File: src/core/cdm_pkg.sv
package cdm_pkg;

  // apb register byte offsets
  localparam logic [7:0] ADDR_EXEC = 8'h00;
  localparam logic [7:0] ADDR_ACC = 8'h04;
  localparam logic [7:0] ADDR_STATE = 8'h08;
  localparam logic [7:0] ADDR_PC = 8'h0c;
  localparam logic [7:0] ADDR_PSW = 8'h10;
  localparam logic [7:0] ADDR_MEM_ADDR = 8'h14;
  localparam logic [7:0] ADDR_MEM_DATA = 8'h18;

  // exec register fields
  localparam int EXEC_OPC_LSB = 0;
  localparam int EXEC_IMM_LSB = 8;

  // state register bit positions
  localparam int ST_IRQ_ARMED = 0;
  localparam int ST_T0_CLK_EN = 1;
  localparam int ST_BANK_FF = 2;
  localparam int ST_REG_BANK = 3;
  localparam int ST_HALTED = 4;
  localparam int ST_IRQ_REQ = 5;

  localparam int PSW_BANK_BIT = 4;
  localparam logic [7:0] PSW_RESET = 8'h00;
  localparam logic [7:0] ACC_RESET = 8'h00;
  localparam logic [11:0] PC_RESET = 12'h000;
  localparam int MEM_DEPTH = 64;

  // opcodes
  localparam logic [7:0] OPC_IRQ_ARM = 8'h05;
  localparam logic [7:0] OPC_IRQ_MASK = 8'h15;
  localparam logic [7:0] OPC_T0_CLK = 8'h75;
  localparam logic [7:0] OPC_PBANK_LOW = 8'he5;
  localparam logic [7:0] OPC_PBANK_HIGH = 8'hf5;
  localparam logic [7:0] OPC_RBANK_LOW = 8'hc5;
  localparam logic [7:0] OPC_RBANK_HIGH = 8'hd5;
  localparam logic [7:0] OPC_HALT = 8'h01;
  localparam logic [7:0] OPC_MOV_A_IMM = 8'h23;
  localparam logic [7:0] OPC_MOV_A_PSW = 8'hc7;
  localparam logic [4:0] OPC_MOV_A_R = 5'h1f;
  localparam logic [6:0] OPC_MOV_A_IND = 7'h78;
  localparam logic [4:0] OPC_MOV_R_IMM = 5'h17;
  localparam logic [4:0] OPC_MOV_R_A = 5'h15;
  localparam logic [6:0] OPC_MOV_IND_A = 7'h50;
  localparam logic [6:0] OPC_MOV_IND_IMM = 7'h58;
  localparam logic [4:0] OPC_JMP_LOW = 5'h04;

  typedef enum logic [4:0] {
    OP_NONE, OP_IRQ_ARM, OP_IRQ_MASK, OP_T0_CLK, OP_PB_LOW, OP_PB_HIGH,
    OP_RB_LOW, OP_RB_HIGH, OP_HALT, OP_MOV_A_IMM, OP_MOV_A_R, OP_MOV_A_IND,
    OP_MOV_A_PSW, OP_MOV_R_IMM, OP_MOV_R_A, OP_MOV_IND_A, OP_MOV_IND_IMM, OP_JMP
  } cdm_op_type;

endpackage

File: src/core/cdm_exec.sv
// The placing of the registers and the APB register port were chosen for this implementation.
`timescale 1ns/1ps
// Functional notes
// - arm opcode lets low interrupt pin request vector
// - opcode 15 disarms external interrupt
// - opcode 75 drives clock onto test-zero pin
// - low program bank clears bank flip-flop
// - opcode F5 sets bank flip-flop
// - opcode C5 clears status bit 4
// - high register bank sets status bit 4
// - opcode 23 loads immediate, two cycles
// - register-to-accumulator move, index from opcode
// - indirect load via low six register bits
// - opcode C7 copies status word to accumulator
// - immediate-to-register move, two cycles
// - accumulator-to-register move, accumulator kept
// - indirect store of accumulator via register
// - indirect immediate store via register
// - jump takes top bit from bank flip-flop
module cdm_exec (
  input wire logic sys_clk,
  input wire logic rst,
  input wire logic psel,
  input wire logic penable,
  input wire logic pwrite,
  input wire logic [7:0] paddr,
  input wire logic [31:0] pwdata,
  output logic [31:0] prdata,
  output logic pready,
  output logic pslverr,
  input wire logic ext_irq_pin_n,
  output logic ext_irq_request,
  output logic test_zero_pin_out,
  output logic test_zero_pin_oe_n,
  output logic halted,
  output logic program_counter_top_bit
);
  import cdm_pkg::*;
  typedef enum logic [1:0] {S_IDLE, S_RUN1, S_RUN2, S_RESP} cdm_state_type;
  cdm_state_type state;
  logic [7:0] mem [MEM_DEPTH];
  logic [7:0] opcode, imm, acc, processor_status_word;
  logic [11:0] pc;
  logic [5:0] mem_ptr;
  logic ext_irq_armed, t0_clk_en, t0_clk, program_bank_flipflop;
  logic irq_meta, irq_sync_n, is_exec_wr, is_mapped, commit, sw_write;
  logic opcode_pending, exec_commit;
  cdm_op_type op;
  logic register_bank_switch_bit;
  logic [5:0] wreg_addr, ptr_reg_addr, ind_addr;
  logic [7:0] wreg_val;
  logic [31:0] next_rdata;
  logic next_mem_we;
  logic [5:0] next_mem_addr;
  logic [7:0] next_mem_data;

  function automatic cdm_op_type decode(input logic [7:0] opc);
    cdm_op_type r;
    r = OP_NONE;
    if (opc == OPC_IRQ_ARM) r = OP_IRQ_ARM;
    else if (opc == OPC_IRQ_MASK) r = OP_IRQ_MASK;
    else if (opc == OPC_T0_CLK) r = OP_T0_CLK;
    else if (opc == OPC_PBANK_LOW) r = OP_PB_LOW;
    else if (opc == OPC_PBANK_HIGH) r = OP_PB_HIGH;
    else if (opc == OPC_RBANK_LOW) r = OP_RB_LOW;
    else if (opc == OPC_RBANK_HIGH) r = OP_RB_HIGH;
    else if (opc == OPC_HALT) r = OP_HALT;
    else if (opc == OPC_MOV_A_IMM) r = OP_MOV_A_IMM;
    else if (opc == OPC_MOV_A_PSW) r = OP_MOV_A_PSW;
    else if (opc[7:3] == OPC_MOV_A_R) r = OP_MOV_A_R;
    else if (opc[7:1] == OPC_MOV_A_IND) r = OP_MOV_A_IND;
    else if (opc[7:3] == OPC_MOV_R_IMM) r = OP_MOV_R_IMM;
    else if (opc[7:3] == OPC_MOV_R_A) r = OP_MOV_R_A;
    else if (opc[7:1] == OPC_MOV_IND_A) r = OP_MOV_IND_A;
    else if (opc[7:1] == OPC_MOV_IND_IMM) r = OP_MOV_IND_IMM;
    else if (opc[4:0] == OPC_JMP_LOW) r = OP_JMP;
    return r;
  endfunction

  // two-byte instructions spend a second machine cycle
  function automatic logic two_byte(input cdm_op_type o);
    return o == OP_MOV_A_IMM || o == OP_MOV_R_IMM || o == OP_MOV_IND_IMM || o == OP_JMP;
  endfunction

  assign op = decode(opcode);
  assign register_bank_switch_bit = processor_status_word[PSW_BANK_BIT];
  // bank 1 places the working registers at 24..31
  assign wreg_addr = {1'b0, {2{register_bank_switch_bit}}, opcode[2:0]};
  assign ptr_reg_addr = {1'b0, {2{register_bank_switch_bit}}, 2'b00, opcode[0]};
  assign ind_addr = mem[ptr_reg_addr][5:0];
  assign wreg_val = mem[wreg_addr];
  assign is_exec_wr = pwrite && paddr == ADDR_EXEC;
  assign commit = state == S_RESP && psel && penable;
  assign sw_write = commit && pwrite;

  always_comb begin
    is_mapped = 1'b1;
    next_rdata = '0;
    unique case (paddr)
      ADDR_EXEC: next_rdata = {16'h0000, imm, opcode};
      ADDR_ACC: next_rdata = {24'h000000, acc};
      ADDR_STATE: begin
        next_rdata[ST_IRQ_ARMED] = ext_irq_armed;
        next_rdata[ST_T0_CLK_EN] = t0_clk_en;
        next_rdata[ST_BANK_FF] = program_bank_flipflop;
        next_rdata[ST_REG_BANK] = register_bank_switch_bit;
        next_rdata[ST_HALTED] = halted;
        next_rdata[ST_IRQ_REQ] = ext_irq_request;
      end
      ADDR_PC: next_rdata = {20'h00000, pc};
      ADDR_PSW: next_rdata = {24'h000000, processor_status_word};
      ADDR_MEM_ADDR: next_rdata = {26'h0000000, mem_ptr};
      ADDR_MEM_DATA: next_rdata = {24'h000000, mem[mem_ptr]};
      default: is_mapped = 1'b0;
    endcase
  end

  // transfer sequencing; effects land only at the completing edge
  always_ff @(posedge sys_clk) begin
    if (rst) begin
      state <= S_IDLE;
      pready <= 1'b0;
      pslverr <= 1'b0;
      prdata <= '0;
    end else begin
      unique case (state)
        S_IDLE: begin
          if (psel && penable) begin
            if (is_exec_wr) begin
              state <= S_RUN1;
            end else begin
              state <= S_RESP;
              pready <= 1'b1;
              pslverr <= !is_mapped;
              prdata <= pwrite ? 32'h00000000 : next_rdata;
            end
          end
        end
        S_RUN1: begin
          if (two_byte(op)) begin
            state <= S_RUN2;
          end else begin
            state <= S_RESP;
            pready <= 1'b1;
            pslverr <= op == OP_NONE;
          end
        end
        S_RUN2: begin
          state <= S_RESP;
          pready <= 1'b1;
          pslverr <= 1'b0;
        end
        S_RESP: begin
          state <= S_IDLE;
          pready <= 1'b0;
          pslverr <= 1'b0;
          prdata <= '0;
        end
      endcase
    end
  end

  // opcode and immediate latched at the start of an exec access
  always_ff @(posedge sys_clk) begin
    if (rst) begin
      opcode <= '0;
      imm <= '0;
    end else if (state == S_IDLE && psel && penable && is_exec_wr) begin
      opcode <= pwdata[EXEC_OPC_LSB +: 8];
      imm <= pwdata[EXEC_IMM_LSB +: 8];
    end
  end

  assign exec_commit = commit && opcode_pending;
  always_ff @(posedge sys_clk) begin
    if (rst) begin
      opcode_pending <= 1'b0;
    end else if (state == S_RUN1) begin
      opcode_pending <= 1'b1;
    end else if (state == S_RESP) begin
      opcode_pending <= 1'b0;
    end
  end

  always_ff @(posedge sys_clk) begin
    if (rst) begin
      acc <= ACC_RESET;
    end else if (exec_commit) begin
      unique case (op)
        OP_MOV_A_IMM: acc <= imm;
        OP_MOV_A_R: acc <= wreg_val;
        OP_MOV_A_IND: acc <= mem[ind_addr];
        OP_MOV_A_PSW: acc <= processor_status_word;
        default: acc <= acc;
      endcase
    end else if (sw_write && paddr == ADDR_ACC) begin
      acc <= pwdata[7:0];
    end
  end

  always_ff @(posedge sys_clk) begin
    if (rst) begin
      processor_status_word <= PSW_RESET;
    end else if (exec_commit && op == OP_RB_LOW) begin
      processor_status_word[PSW_BANK_BIT] <= 1'b0;
    end else if (exec_commit && op == OP_RB_HIGH) begin
      processor_status_word[PSW_BANK_BIT] <= 1'b1;
    end
  end

  always_ff @(posedge sys_clk) begin
    if (rst) begin
      program_bank_flipflop <= 1'b0;
    end else if (exec_commit && op == OP_PB_LOW) begin
      program_bank_flipflop <= 1'b0;
    end else if (exec_commit && op == OP_PB_HIGH) begin
      program_bank_flipflop <= 1'b1;
    end
  end
  // bank change reaches the counter only through a jump
  always_ff @(posedge sys_clk) begin
    if (rst) begin
      pc <= PC_RESET;
      program_counter_top_bit <= 1'b0;
    end else if (exec_commit && op == OP_JMP) begin
      pc <= {program_bank_flipflop, opcode[7:5], imm};
      program_counter_top_bit <= program_bank_flipflop;
    end
  end

  always_comb begin
    next_mem_we = 1'b0;
    next_mem_addr = mem_ptr;
    next_mem_data = pwdata[7:0];
    if (exec_commit) begin
      unique case (op)
        OP_MOV_R_IMM: begin
          next_mem_we = 1'b1;
          next_mem_addr = wreg_addr;
          next_mem_data = imm;
        end
        OP_MOV_R_A: begin
          next_mem_we = 1'b1;
          next_mem_addr = wreg_addr;
          next_mem_data = acc;
        end
        OP_MOV_IND_A: begin
          next_mem_we = 1'b1;
          next_mem_addr = ind_addr;
          next_mem_data = acc;
        end
        OP_MOV_IND_IMM: begin
          next_mem_we = 1'b1;
          next_mem_addr = ind_addr;
          next_mem_data = imm;
        end
        default: next_mem_we = 1'b0;
      endcase
    end else if (sw_write && paddr == ADDR_MEM_DATA) begin
      next_mem_we = 1'b1;
    end
  end
  // data memory keeps its contents through reset
  always_ff @(posedge sys_clk) begin
    if (next_mem_we) begin
      mem[next_mem_addr] <= next_mem_data;
    end
  end

  always_ff @(posedge sys_clk) begin
    if (rst) begin
      mem_ptr <= '0;
    end else if (sw_write && paddr == ADDR_MEM_ADDR) begin
      mem_ptr <= pwdata[5:0];
    end
  end

  always_ff @(posedge sys_clk) begin
    if (rst) begin
      ext_irq_armed <= 1'b0;
    end else if (exec_commit && op == OP_IRQ_ARM) begin
      ext_irq_armed <= 1'b1;
    end else if (exec_commit && op == OP_IRQ_MASK) begin
      ext_irq_armed <= 1'b0;
    end
  end

  // pin is asynchronous to sys_clk
  always_ff @(posedge sys_clk) begin
    if (rst) begin
      irq_meta <= 1'b1;
      irq_sync_n <= 1'b1;
    end else begin
      irq_meta <= ext_irq_pin_n;
      irq_sync_n <= irq_meta;
    end
  end

  // level request; masked pin lows never reach program flow
  always_ff @(posedge sys_clk) begin
    if (rst) begin
      ext_irq_request <= 1'b0;
    end else begin
      ext_irq_request <= ext_irq_armed && !irq_sync_n;
    end
  end

  always_ff @(posedge sys_clk) begin
    if (rst) begin
      halted <= 1'b0;
    end else if (exec_commit && op == OP_HALT) begin
      halted <= 1'b1;
    end else if (ext_irq_request) begin
      halted <= 1'b0;
    end
  end

  // only reset withdraws the clock output
  always_ff @(posedge sys_clk) begin
    if (rst) begin
      t0_clk_en <= 1'b0;
    end else if (exec_commit && op == OP_T0_CLK) begin
      t0_clk_en <= 1'b1;
    end
  end

  always_ff @(posedge sys_clk) begin
    if (rst) begin
      t0_clk <= 1'b0;
      test_zero_pin_out <= 1'b0;
      test_zero_pin_oe_n <= 1'b1;
    end else begin
      t0_clk <= t0_clk_en ? !t0_clk : 1'b0;
      test_zero_pin_out <= t0_clk;
      test_zero_pin_oe_n <= !t0_clk_en;
    end
  end

endmodule

File: config.mk
export PLATFORM = sky130hd
export DESIGN_NAME = cdm_exec
export DESIGN_NICKNAME = d
export VERILOG_FILES = /design/src/core/cdm_pkg.sv /design/src/core/cdm_exec.sv
export SDC_FILE = /design/constraint.sdc
export NUM_CORES = 1
export LEC_CHECK = 0
export BUFFER_PORTS_ARGS = -buffer_cell sky130_fd_sc_hd__clkbuf_2
export CAP_MARGIN = 25
export CORE_ASPECT_RATIO = 0.9
export CORE_MARGIN = 1
export CORE_UTILIZATION = 57
export CTS_BUF_LIST = sky130_fd_sc_hd__clkbuf_16
export DETAILED_ROUTE_END_ITERATION = 16
export PLACE_DENSITY_LB_ADDON = 0.3
export SETUP_SLACK_MARGIN = 0.3
export SLEW_MARGIN = 30
export SYNTH_ARGS = -nofsm -noshare
export SYNTH_HDL_FRONTEND = slang
export SYNTH_SLANG_ARGS = --single-unit
File: constraint.sdc
create_clock -name sys_clk -period 5.3 [get_ports sys_clk]
set_input_delay 1.06 -clock sys_clk [delete_from_list [all_inputs] [get_ports sys_clk]]
set_output_delay 1.06 -clock sys_clk [all_outputs]
set_load 0.05 [all_outputs]
==> reports/qor.csv <==
stage;metric;value;unit
sta;relSlewSlack;32.4;%
logic_synthesis;synth_ff_type;edfxtp_1;
sta;drv_slew;0;
floorplanning;io_pins;85;
cells_and_area;fillers;3486;
logic_synthesis;syn_area;29600;µm²
placed_design;io_buffers;52;
cells_and_area;drive_gt1_share;26.8;%
hold_path;min_from;irq_sync_n;
route;drc_errors;0;
sta;rsz0062_at_grt;false;
worst_setup_path;arrival;4.92;ns
global_routing;grt_pass1_vias;19534;
run_status;status;finished, final reports clean;
worst_setup_path;reg2reg_from;opcode[0];
floorplanning;fp.dieW;242;µm
route;first_pass_iters;6;
sta;fin_skew;0.0277;ns
cells_and_area;syn_to_final_growth;12.4;%
cts;clk-insertion-delay-late;0.64;ns
logic_synthesis;synth-seq-cells;592;
logic_synthesis;synth-async-reset-ratio;0;%
logic_synthesis;synth-seq-area-share;57.3;%
route;viasPerCell;7.23;
logic_synthesis;syn_area_per_cell;14.6;µm²
cells_and_area;multiInputGateArea;12000;µm²
cells_and_area;layout_commonest_cell;edfxtp_1;
placed_design;dp_hpwl;62800;µm
sta;hold_viol;0;
cells_and_area;nets;2168;
sta;final-setup-viol-count;0;
power;cellPowerDensity;296;nW/µm²
route;drt_iter0_drc;3489;
route;vias;20577;
global_routing;antenna_found_initial;6;
cts;postCtsSetupRepairBufs;0;
sta;tightest_slew;1.01;ns
power;power.leakage;10.7;nW
route;wire_per_inst;32.3;µm
cells_and_area;regArea;17000;µm²
floorplanning;die_h;218;µm
global_routing;grt_pass1_wl;134000;µm
worst_setup_path;cpPeakStageDelay;0.83;ns
cts;cts_buffers;58;
cts;clock_path_buffers;3;
worst_setup_path;critical_path.endpoint_type;register;
cts;root_buffer;clkbuf_16;
route;routed_wl;91900;µm
worst_setup_path;critPathBufInv;1;
logic_synthesis;synth-edff-count;512;
worst_setup_path;cp_slowest_cell;o21ai_4;
sta;max_freq;223;MHz
sta;period_minus_slack;4.48;ns
cts;clk_pin_slew_worst_paths;0.06;ns
logic_synthesis;yosysUniqueCellTypes;69;
worst_setup_path;startpoint;opcode[0];
global_routing;grt-ovfl-total;0;
sta;fin_crit_sh;84.5;%
cts;cts.sinks;592;
job;max_cap_viol_count;0;
placed_design;post-place-ws;0.763;ns
cts;cts_hold_buffers;0;
floorplanning;num_rows;78;
global_routing;grt_max_degree;65;
worst_setup_path;startpoint_type;register;
worst_setup_path;critPathTopFamily;compound AO/OA/AOI/OAI gates;
worst_setup_path;cp_max_fo;33;
logic_synthesis;yosys_warnings;0;
sta;setup_tns;0;ns
global_routing;grtUsageTotal;35.1;%
power;ir_drop;0.321;mV
hold_path;min_path_type;register to register;
floorplanning;start_util;58.3;%
placed_design;gp_congestion;0.974;
logic_synthesis;syn_inst;2026;
floorplanning;die_area;52900;µm²
worst_setup_path;required;5.74;ns
cts;cts_tree;yes;
cts;htree_num_levels;2;
cts;ctsResizeCount;0;
sta;layout_setup_ws;0.823;ns
worst_setup_path;path_cells;or4bb_1, or3_1, a21boi_0, nor3_1, a21oi_1, a22oi_1, o21ai_4, buf_4;
route;drtAntennaViolNets;0;
floorplanning;core_area;50800;µm²
cells_and_area;final_cell_mix;edfxtp_1, nand2_1, mux4_2;
worst_setup_path;worstSetupPathType;register to register;
-- state kept, by name (all words and copies together), names as in the netlist, 2 cells and up, named ones only --
register and flops:
acc 8, imm 8, mem 512, mem_ptr 6, opcode 8, pc 11
prdata 16, state 2
-- stage by stage --
| step | utilization [%] | std cells | hold slack [ns] | instance area, µm² | power (mW) |
|---|---|---|---|---|---|
| after global placement | 61.4 | 2736 | 0.379 | 31200 | 5.46 |
| after floorplan | - | 2041 | 0.373 | 29700 | 5.38 |
| after detailed placement | 61.4 | 2736 | 0.391 | 31200 | 5.48 |
| final | 65.5 | 2846 | 0.394 | 33300 | 9.86 |
| after global routing | 65.5 | 2844 | 0.413 | 33300 | 10.1 |
| after CTS | 65.4 | 2842 | 0.400 | 33200 | 9.86 |
-- synthesized netlist by cell type (7+ instances only) --
cell type  instances  area share [%]
buf_6              9            0.34
mux4_2           278              21
o21ai_0           41            0.69
clkbuf_1          72            0.91
buf_4             20            0.51
buf_2             49            0.83
a221oi_1           7            0.21
a211oi_1          21            0.53
a31oi_1           23            0.49
a21oi_1           78             1.3
a22o_1             9            0.27
dfxtp_1           80             5.4
nor2_1           138             1.7
buf_1             15            0.19
mux2i_1           79             2.7
and3_1            22            0.46
edfxtp_1         512              52
nand3_1           47            0.79
nand4_1           17            0.36
a22oi_1           45             1.1
nand2_1          289             3.7
inv_1              8            0.10
nor2b_1           21            0.44
nor3_1             7            0.12
-- where the power goes --
group          leakage (nW)  switching [mW]  total [mW]  internal, mW
clock                  1.02            1.82        4.47          2.65
combinational          4.44           0.232       0.314        0.0817
sequential             5.25          0.0143        5.08          5.07
total                  10.7            2.07        9.86          7.79
-- final timing paths --
kind | endpoint | slack (ns) | cells after the start
max | mem[9][5] | 0.82 | 8
max reg2reg | mem[9][5] | 0.82 | 8
min reg2reg | ext_irq_request | 0.39 | 1
min | ext_irq_request | 0.39 | 1
-- cell type report --
| class | instances | area share (%) |
|---|---|---|
| clock buffers | 59 | 4.43 |
| inverters | 8 | 0.0902 |
| repair buffers | 182 | 4.24 |
| well taps | 680 | 2.55 |
| diodes | 2 | 0.0150 |
| flip-flops and latches | 592 | 51.0 |
| multi-input cells | 1276 | 36.0 |
| clock inverters | 47 | 1.68 |
-- metal layers --
metal  GRT usage, %  part of all wire, %
met2           51.4                   44
met3           10.6                   15
met4           13.4                  4.1
met5              0                0.056
met1           49.7                   37
-- cells by family (layout without fill, tap and decap cells) --
| kind of cell | count (synthesis) | count (layout) | synth area share (%) |
|---|---|---|---|
| other cells | 1 | 18 | 0.0127 |
| fa+ha+maj | 4 | 4 | 0.169 |
| flops | 592 | 592 | 57.3 |
| compound gates | 299 | 299 | 6.73 |
| xor+xnor | 2 | 2 | 0.0591 |
| buf+inv | 173 | 296 | 2.88 |
| mux | 363 | 363 | 24.0 |
| simple gates | 592 | 592 | 8.87 |
Power figures use the tool's default switching activity.
